### config.mk
export PLATFORM = sky130hd
export DESIGN_NAME = i2c_tx_threshold_and_irq_clear
export DESIGN_NICKNAME = d
export VERILOG_FILES = /design/src/rtl/i2c_irq_pkg.sv /design/src/rtl/sticky_cell.sv /design/src/rtl/i2c_tx_threshold_and_irq_clear.sv
export SDC_FILE = /design/constraint.sdc
export NUM_CORES = 1
export LEC_CHECK = 0
export BUFFER_PORTS_ARGS = -buffer_cell sky130_fd_sc_hd__buf_2
export CORE_MARGIN = 2
export CORE_UTILIZATION = 30
export DETAILED_ROUTE_END_ITERATION = 16
export PLACE_DENSITY_LB_ADDON = 0.08
export RECOVER_POWER = 50
export SLEW_MARGIN = 20
export SYNTH_ARGS = -nofsm -noshare
export SYNTH_HDL_FRONTEND = slang
export SYNTH_HIERARCHICAL = 1
export SYNTH_SLANG_ARGS = --single-unit
### constraint.sdc
create_clock -name sys_clk -period 2 [get_ports sys_clk]
set_input_delay 0.3 -clock sys_clk [delete_from_list [all_inputs] [get_ports sys_clk]]
set_output_delay 0.3 -clock sys_clk [all_outputs]
set_load 0.05 [all_outputs]
### src/rtl/i2c_irq_pkg.sv
package i2c_irq_pkg;

    // Register byte addresses on the peripheral bus
    localparam logic [31:0] TX_THRESHOLD_ADDR   = 32'h5000133C;
    localparam logic [31:0] CLEAR_ALL_ADDR      = 32'h50001340;
    localparam logic [31:0] CLEAR_RX_UNDER_ADDR = 32'h50001344;
    localparam logic [31:0] CLEAR_RX_OVER_ADDR  = 32'h50001348;
    localparam logic [31:0] CLEAR_TX_OVER_ADDR  = 32'h5000134C;
    localparam logic [31:0] CLEAR_RD_REQ_ADDR   = 32'h50001350;
    localparam logic [31:0] CLEAR_TX_ABORT_ADDR = 32'h50001354;

    // Field layout and widths
    localparam int          BUS_W         = 32;
    localparam int          REG_W         = 16;
    localparam int          THR_W         = 5;
    localparam int          LEVEL_W       = 6;
    localparam int          CLEAR_BIT     = 0;
    localparam logic [4:0]  THR_TOP_CODE  = 5'h1F;
    localparam logic [5:0]  THR_TOP_COUNT = 6'h20;
    localparam logic [4:0]  THR_RESET     = 5'h00;
    localparam logic [15:0] REG_RESET     = 16'h0000;

    // Raw interrupt status bit positions
    localparam int RAW_RX_UNDER  = 0;
    localparam int RAW_RX_OVER   = 1;
    localparam int RAW_TX_OVER   = 3;
    localparam int RAW_LOW_WATER = 4;
    localparam int RAW_RD_REQ    = 5;
    localparam int RAW_TX_ABORT  = 6;

    // Abort source record: this bit blocks clearing of the record
    localparam int ABORT_KEEP_BIT = 9;

    // Transmit FIFO depth
    localparam int TX_DEPTH_DEFAULT = 32;

endpackage

### src/rtl/sticky_cell.sv
`timescale 1ns/10ps
module sticky_cell #(
    parameter int W = 1
) (
    // Clock and reset
    input  wire logic         sys_clk,
    input  wire logic         rst_b,
    input  wire logic         clk_en,
    // Set and clear
    input  wire logic         set,
    input  wire logic [W-1:0] set_val,
    input  wire logic         clr,
    // State
    output logic      [W-1:0] q
);

    logic [W-1:0] next_q;

    // Set is applied after clear so an event in the clear cycle survives
    always_comb begin
        next_q = q;
        if (clk_en) begin
            if (clr) begin
                next_q = '0;
            end
            if (set) begin
                next_q = set_val;
            end
        end
    end

    always_ff @(posedge sys_clk or negedge rst_b) begin
        if (!rst_b) begin
            q <= '0;
        end else begin
            q <= next_q;
        end
    end

endmodule

### src/rtl/i2c_tx_threshold_and_irq_clear.sv
// Notes on behaviour
// - Keep 5-bit transmit threshold; low-water flag set while FIFO level at or below it.
// - Threshold accepts 0..31; oversized writes store the FIFO depth instead.
// - Code 0 means zero entries; code 31 means thirty-two entries.
// - Clear-all read clears combined interrupt, software flags and abort source record.
// - Clear-all read leaves hardware-cleared flags such as low-water untouched.
// - Abort source record is never cleared while its bit 9 is set.
// - Receive-underflow clear read clears raw status bit 0.
// - Receive-overflow clear read clears raw status bit 1.
// - Transmit-overflow clear read clears raw status bit 3.
// - Read-request clear read clears raw status bit 5.
// - Transmit-abort clear read clears raw bit 6 and the abort source record.
// - Transmit-abort clear read releases the flushed transmit FIFO for writes.
// - Clear registers are read-only, bit 0 only, upper bits reserved, reset zero.
// - A transmit abort flushes the FIFO and holds it until the abort clear read.
// - Low-water flag drops by itself once the FIFO level rises above threshold.
// - Transmit FIFO depth is TX_DEPTH, 32 by default, also the saturation value for the threshold.
`timescale 1ns/10ps
module i2c_tx_threshold_and_irq_clear
    import i2c_irq_pkg::*;
#(
    parameter int TX_DEPTH = TX_DEPTH_DEFAULT
) (
    // Clock, reset, enable
    input  wire logic                sys_clk,
    input  wire logic                rst_b,
    input  wire logic                clk_en,
    // Peripheral register bus
    input  wire logic                psel,
    input  wire logic                penable,
    input  wire logic                pwrite,
    input  wire logic [BUS_W-1:0]    paddr,
    input  wire logic [BUS_W-1:0]    pwdata,
    output logic      [BUS_W-1:0]    prdata,
    output logic                     pready,
    output logic                     pslverr,
    // Protocol engine events and FIFO state
    input  wire logic [LEVEL_W-1:0]  tx_fifo_level,
    input  wire logic                rx_underflow_evt,
    input  wire logic                rx_overflow_evt,
    input  wire logic                tx_overflow_evt,
    input  wire logic                read_request_evt,
    input  wire logic                transmit_abort_evt,
    input  wire logic [REG_W-1:0]    abort_source_in,
    // Status towards software and engine
    output logic [REG_W-1:0]         raw_interrupt_status,
    output logic                     tx_fifo_low_water_level,
    output logic                     combined_interrupt,
    output logic [REG_W-1:0]         transmit_abort_source_record,
    output logic                     tx_fifo_flush
);

    // Largest storable code; a full 32 deep FIFO uses the top code
    localparam logic [THR_W-1:0] MAX_CODE =
        (TX_DEPTH == 32) ? THR_TOP_CODE : THR_W'(TX_DEPTH);

    // Depths the 5-bit threshold cannot describe are refused
    if (TX_DEPTH < 1 || TX_DEPTH > 32) begin : g_depth_check
        $error("TX_DEPTH must lie in 1..32");
    end

    logic [THR_W-1:0] threshold;
    logic [THR_W-1:0] next_threshold;
    logic             next_low_water;
    logic [LEVEL_W-1:0] thr_count;
    logic             flag_rx_under;
    logic             flag_rx_over;
    logic             flag_tx_over;
    logic             flag_rd_req;
    logic             flag_tx_abort;
    logic             next_combined;
    logic [BUS_W-1:0] next_prdata;
    logic             next_pslverr;
    logic             next_pready;

    // Bus phase decode; side effects happen only in the access phase
    logic setup_ph;
    logic access_rd;
    logic access_wr;
    logic rd_clr_all;
    logic rd_clr_under;
    logic rd_clr_over;
    logic rd_clr_txover;
    logic rd_clr_rdreq;
    logic rd_clr_abort;
    logic abort_src_clr;

    assign setup_ph      = psel && !penable;
    assign access_rd     = clk_en && psel && penable && pready && !pwrite;
    assign access_wr     = clk_en && psel && penable && pready && pwrite;
    assign rd_clr_all    = access_rd && (paddr == CLEAR_ALL_ADDR);
    assign rd_clr_under  = access_rd && (paddr == CLEAR_RX_UNDER_ADDR);
    assign rd_clr_over   = access_rd && (paddr == CLEAR_RX_OVER_ADDR);
    assign rd_clr_txover = access_rd && (paddr == CLEAR_TX_OVER_ADDR);
    assign rd_clr_rdreq  = access_rd && (paddr == CLEAR_RD_REQ_ADDR);
    assign rd_clr_abort  = access_rd && (paddr == CLEAR_TX_ABORT_ADDR);

    // Record stays while its keep bit is up, whichever clear is read
    assign abort_src_clr = (rd_clr_all || rd_clr_abort)
                         && !transmit_abort_source_record[ABORT_KEEP_BIT];

    // Threshold code to entry count; top code means 32 entries
    assign thr_count = (threshold == THR_TOP_CODE) ? THR_TOP_COUNT
                                                   : {1'b0, threshold};

    // Threshold register and low-water compare
    always_comb begin
        next_threshold = threshold;
        next_low_water = tx_fifo_low_water_level;
        if (clk_en) begin
            if (access_wr && paddr == TX_THRESHOLD_ADDR) begin
                // Only bits 4:0 are kept; oversized values saturate
                next_threshold = (pwdata[THR_W-1:0] > MAX_CODE) ? MAX_CODE
                                                                : pwdata[THR_W-1:0];
            end
            // Level compare both raises and drops the flag, no software clear
            next_low_water = (tx_fifo_level <= thr_count);
        end
    end

    always_ff @(posedge sys_clk or negedge rst_b) begin
        if (!rst_b) begin
            threshold               <= THR_RESET;
            tx_fifo_low_water_level <= 1'b0;
        end else begin
            threshold               <= next_threshold;
            tx_fifo_low_water_level <= next_low_water;
        end
    end

    // Software-clearable flags, each cleared by its own read or by clear-all
    sticky_cell #(.W(1)) u_rx_under (
        .sys_clk (sys_clk),
        .rst_b   (rst_b),
        .clk_en  (clk_en),
        .set     (rx_underflow_evt),
        .set_val (1'b1),
        .clr     (rd_clr_under || rd_clr_all),
        .q       (flag_rx_under)
    );

    sticky_cell #(.W(1)) u_rx_over (
        .sys_clk (sys_clk),
        .rst_b   (rst_b),
        .clk_en  (clk_en),
        .set     (rx_overflow_evt),
        .set_val (1'b1),
        .clr     (rd_clr_over || rd_clr_all),
        .q       (flag_rx_over)
    );

    sticky_cell #(.W(1)) u_tx_over (
        .sys_clk (sys_clk),
        .rst_b   (rst_b),
        .clk_en  (clk_en),
        .set     (tx_overflow_evt),
        .set_val (1'b1),
        .clr     (rd_clr_txover || rd_clr_all),
        .q       (flag_tx_over)
    );

    sticky_cell #(.W(1)) u_rd_req (
        .sys_clk (sys_clk),
        .rst_b   (rst_b),
        .clk_en  (clk_en),
        .set     (read_request_evt),
        .set_val (1'b1),
        .clr     (rd_clr_rdreq || rd_clr_all),
        .q       (flag_rd_req)
    );

    sticky_cell #(.W(1)) u_tx_abort (
        .sys_clk (sys_clk),
        .rst_b   (rst_b),
        .clk_en  (clk_en),
        .set     (transmit_abort_evt),
        .set_val (1'b1),
        .clr     (rd_clr_abort || rd_clr_all),
        .q       (flag_tx_abort)
    );

    // Abort source record, loaded by the engine on each abort
    sticky_cell #(.W(REG_W)) u_abort_src (
        .sys_clk (sys_clk),
        .rst_b   (rst_b),
        .clk_en  (clk_en),
        .set     (transmit_abort_evt),
        .set_val (abort_source_in),
        .clr     (abort_src_clr),
        .q       (transmit_abort_source_record)
    );

    // FIFO held flushed from abort until the abort clear read only
    sticky_cell #(.W(1)) u_flush (
        .sys_clk (sys_clk),
        .rst_b   (rst_b),
        .clk_en  (clk_en),
        .set     (transmit_abort_evt),
        .set_val (1'b1),
        .clr     (rd_clr_abort),
        .q       (tx_fifo_flush)
    );

    // Raw status view; low-water bit is outside the clear-all path
    always_comb begin
        raw_interrupt_status                = REG_RESET;
        raw_interrupt_status[RAW_RX_UNDER]  = flag_rx_under;
        raw_interrupt_status[RAW_RX_OVER]   = flag_rx_over;
        raw_interrupt_status[RAW_TX_OVER]   = flag_tx_over;
        raw_interrupt_status[RAW_LOW_WATER] = tx_fifo_low_water_level;
        raw_interrupt_status[RAW_RD_REQ]    = flag_rd_req;
        raw_interrupt_status[RAW_TX_ABORT]  = flag_tx_abort;
    end

    // Bus answer prepared in setup phase so outputs leave flip-flops
    always_comb begin
        next_prdata  = prdata;
        next_pslverr = pslverr;
        next_pready  = 1'b1;
        if (clk_en && setup_ph) begin
            next_prdata  = '0;
            next_pslverr = 1'b0;
            unique case (paddr)
                TX_THRESHOLD_ADDR:   next_prdata[THR_W-1:0] = threshold;
                // Clear registers show the flag they clear in bit 0 only
                CLEAR_ALL_ADDR:      next_prdata[CLEAR_BIT] = combined_interrupt;
                CLEAR_RX_UNDER_ADDR: next_prdata[CLEAR_BIT] = flag_rx_under;
                CLEAR_RX_OVER_ADDR:  next_prdata[CLEAR_BIT] = flag_rx_over;
                CLEAR_TX_OVER_ADDR:  next_prdata[CLEAR_BIT] = flag_tx_over;
                CLEAR_RD_REQ_ADDR:   next_prdata[CLEAR_BIT] = flag_rd_req;
                CLEAR_TX_ABORT_ADDR: next_prdata[CLEAR_BIT] = flag_tx_abort;
                default:             next_pslverr = 1'b1;
            endcase
        end
    end

    // Combined interrupt follows the software flags one cycle late
    assign next_combined = clk_en ? (flag_rx_under | flag_rx_over | flag_tx_over
                                     | flag_rd_req | flag_tx_abort)
                                  : combined_interrupt;

    always_ff @(posedge sys_clk or negedge rst_b) begin
        if (!rst_b) begin
            prdata             <= '0;
            pslverr            <= 1'b0;
            pready             <= 1'b0;
            combined_interrupt <= 1'b0;
        end else begin
            prdata             <= next_prdata;
            pslverr            <= next_pslverr;
            pready             <= next_pready;
            combined_interrupt <= next_combined;
        end
    end
endmodule

==> impl_metrics.json <==
{
  "hold_start": "abort_source_in[0]",
  "postCtsSetupRepairBufs": 0,
  "drt_iter0_drc": 55,
  "grt_overflow": 0,
  "synth_top_cell_by_area": "dfrtp_1",
  "firstDrtPassIters": 4,
  "start_util_pct": 30.7,
  "clk_pin_slew_ns": 0.08,
  "peakVddDrop_uv": 354,
  "cts_buffers": 5,
  "powerDensity_nw_per_um2": 709,
  "synthDominantCellAreaShare_pct": 40.9,
  "avgViaCountPerCell": 4.30,
  "dpl.cell_count": 420,
  "grt.met2_usage_pct": 21.7,
  "fin_cells": 427,
  "fin_crit_sh_pct": 90.8,
  "fmax_ghz": 0.551,
  "drive_gt1_share_pct": 38.1,
  "syn_area_per_cell_um2": 10.3,
  "htree_levels": 2,
  "r2r-end": "u_abort_src/q[2]",
  "fp.dieArea_um2": 8050,
  "clockBufferDepth": 2,
  "status": "finished, violations left",
  "fin_skew_ns": 0.00886,
  "grt_pass1_vias": 1801,
  "synth_warnings": 6,
  "dp_hpwl_mm": 4.12,
  "root_buffer": "clkbuf_8",
  "leakage_nw": 1.42,
  "maxCapViolCount": 1,
  "drc_errors": 0,
  "reg2reg_depth": 7,
  "seq_area_frac_synth_pct": 40.9,
  "cts_tree": "yes",
  "antenna_left": 0,
  "cts.sinks": 36,
  "end_kind": "register",
  "hold_viol": 0,
  "async_flop_share_pct": 100,
  "cts_resized": 0,
  "rsz0062_at_grt": "false",
  "worstPathArrival_ns": 1.98,
  "maxSlewViolCount": 29,
  "grt_usage_pct": 13.0,
  "nets": 431,
  "yosysMostFrequentCell": "buf_4",
  "critPathLaunch": "paddr[26]",
  "worstReg2RegStart": "pready",
  "synth-seq-cells": 36,
  "routed_wirelength_mm": 5.03,
  "synth_edf_count": 0,
  "min_path_type": "input port to register",
  "crit_type": "input port to register",
  "place_ws_ns": -0.237,
  "cts_hold_buf": 0,
  "synthCells": 214,
  "start_kind": "input port",
  "fin_ws_ns": 0.185,
  "hold_depth": 2,
  "ioPinCount": 166,
  "area_delta_synth_final_pct": 27.7,
  "grt_max_degree": 29,
  "wl_per_cell_um": 11.8,
  "final-setup-viol-count": 0,
  "rows": 31,
  "top_usage_layer": "met2",
  "cp.required_ns": 2.17,
  "worst_slew_pin_slew_ns": 1.60,
  "synth_common_cells": "buf_4 (44), dfrtp_1 (36), nand2_1 (17)",
  "die_h_um": 89.7,
  "grt_antenna_before_repair": 0,
  "die_w_um": 89.7,
  "grt_pass1_wl_mm": 8.51,
  "synth_cell_types": 46,
  "synthesis.area_um2": 2200,
  "min_period_ns": 1.82,
  "reg2reg_slack_ns": 0.22,
  "use_met3_pct": 4.86,
  "violations": "capacitance limit, slew limit",
  "clk_latency_ns": 0.28,
  "io_buffer_count": 101,
  "antenna_cells": 0,
  "final_cell_area_um2": 2810,
  "grt.met1_usage_pct": 15.7,
  "globalplace.congestion": 0.768,
  "critical_path.max_fanout": 16,
  "vias": 1838,
  "synth_flop_cell": "dfrtp_1",
  "core_area_um2": 7180,
  "holdPathEnd": "u_abort_src/q[0]",
  "synth.area.top_cells": "dfrtp_1 (41%), buf_4 (15%), a22o_1 (6.4%), ha_1 (3.4%), mux2_4 (3.4%)",
  "power_mw": 1.99,
  "place_area_um2": 2730,
  "relSlewSlack_pct": -6.89,
  "tns_ns": 0
}
[registers in the layout, summed over array words and instances (netlist names)]
register / cells
u_tx_abort/q: 1
u_rx_under/q: 1
u_abort_src/q: 16
u_rx_over/q: 1
combined_interrupt: 1
u_tx_over/q: 1
u_rd_req/q: 1
u_flush/q: 1
pready: 1
pslverr: 1
prdata: 5
tx_fifo_low_water_level: 1
threshold: 5
[layer usage]
metal  wire length [µm]  vias to the layer above
met4                 48                        0
li1                   -                      908
met1               2140                      824
met2               2310                      100
met5                  0                        -
met3                531                        6
[layout make-up]
class                           count  area [µm²]
Clock buffer                        5        68.8
Clock inverter                      2        12.5
Fill cell                         786        4360
Inverter                            3        11.3
Multi-Input combinational cell    167        1100
Sequential cell                    36         902
Tap cell                           99         124
Timing Repair Buffer              115         589
[power breakdown]
| part | total, mW | switching (mW) | internal (mW) |
|---|---|---|---|
| clock | 0.488 | 0.252 | 0.236 |
| sequential | 0.831 | 0.0418 | 0.789 |
| combinational | 0.676 | 0.512 | 0.164 |
[critical path: stages]
cell and delay (ns):
buf_2 0.10, nor4bb_2 0.29, buf_4 0.16, nand2_1 0.07
nor4b_2 0.30, nand2_1 0.15, nor3_2 0.24, o21ai_4 0.16
a22o_1 0.21
[worst max path at each step]
stage / cells past startpoint / slack, ns / end
after floorplan: 8 / 0.0002 / u_abort_src/q[9]
final: 9 / 0.18 / u_abort_src/q[2]
after global routing: 9 / 0.04 / u_abort_src/q[5]
after detailed placement: 8 / -0.24 / u_abort_src/q[2]
after CTS: 8 / 0.07 / u_abort_src/q[3]
after global placement: 8 / -0.24 / u_abort_src/q[15]
[metrics by stage]
step	util, %	hold WS, ns
final	39.2	0.232
after global routing	39.2	0.220
after CTS	39.2	0.0630
after detailed placement	38.1	0.378
after global placement	38.1	0.382
after floorplan	-	0.00441
[layout by cell type (no fill, tap or decap), types with 2 or more instances in the layout]
| master | Yosys | final |
|---|---|---|
| buf_2 | 1 | 86 |
| conb_1 | 2 | 44 |
| dfrtp_1 | 36 | 35 |
| nand2_1 | 17 | 17 |
| a22o_1 | 16 | 16 |
| clkbuf_1 | 2 | 15 |
| nor2_1 | 13 | 13 |
| buf_4 | 44 | 13 |
| o21ai_0 | 6 | 6 |
| ha_1 | 6 | 6 |
| o21ai_1 | 6 | 6 |
| a32o_1 | 6 | 6 |
| nand3_1 | 5 | 5 |
| mux2_4 | 5 | 5 |
| a21oi_1 | 5 | 5 |
| clkbuf_8 | 0 | 5 |
| nor4b_2 | 2 | 4 |
| inv_1 | 3 | 3 |
| nor3_1 | 3 | 3 |
| a21o_1 | 3 | 3 |
| and2_1 | 2 | 2 |
| nand2b_1 | 2 | 2 |
| xor2_1 | 2 | 2 |
| a31oi_1 | 2 | 2 |
[kinds of logic (layout without fill, tap and decap cells)]
| family | Yosys count | count (layout) | share of synthesized area (%) |
|---|---|---|---|
| adder cells (fa/ha/maj) | 6 | 6 | 3.41 |
| flip-flops | 36 | 36 | 40.9 |
| AO/OA/AOI/OAI | 47 | 47 | 15.7 |
| buffers and inverters | 53 | 125 | 17.3 |
| XOR/XNOR | 2 | 2 | 0.795 |
| multiplexers | 7 | 7 | 4.88 |
| other | 2 | 44 | 0.341 |
| AND/OR/NAND/NOR | 61 | 61 | 16.7 |
Power figures use the tool's default switching activity.
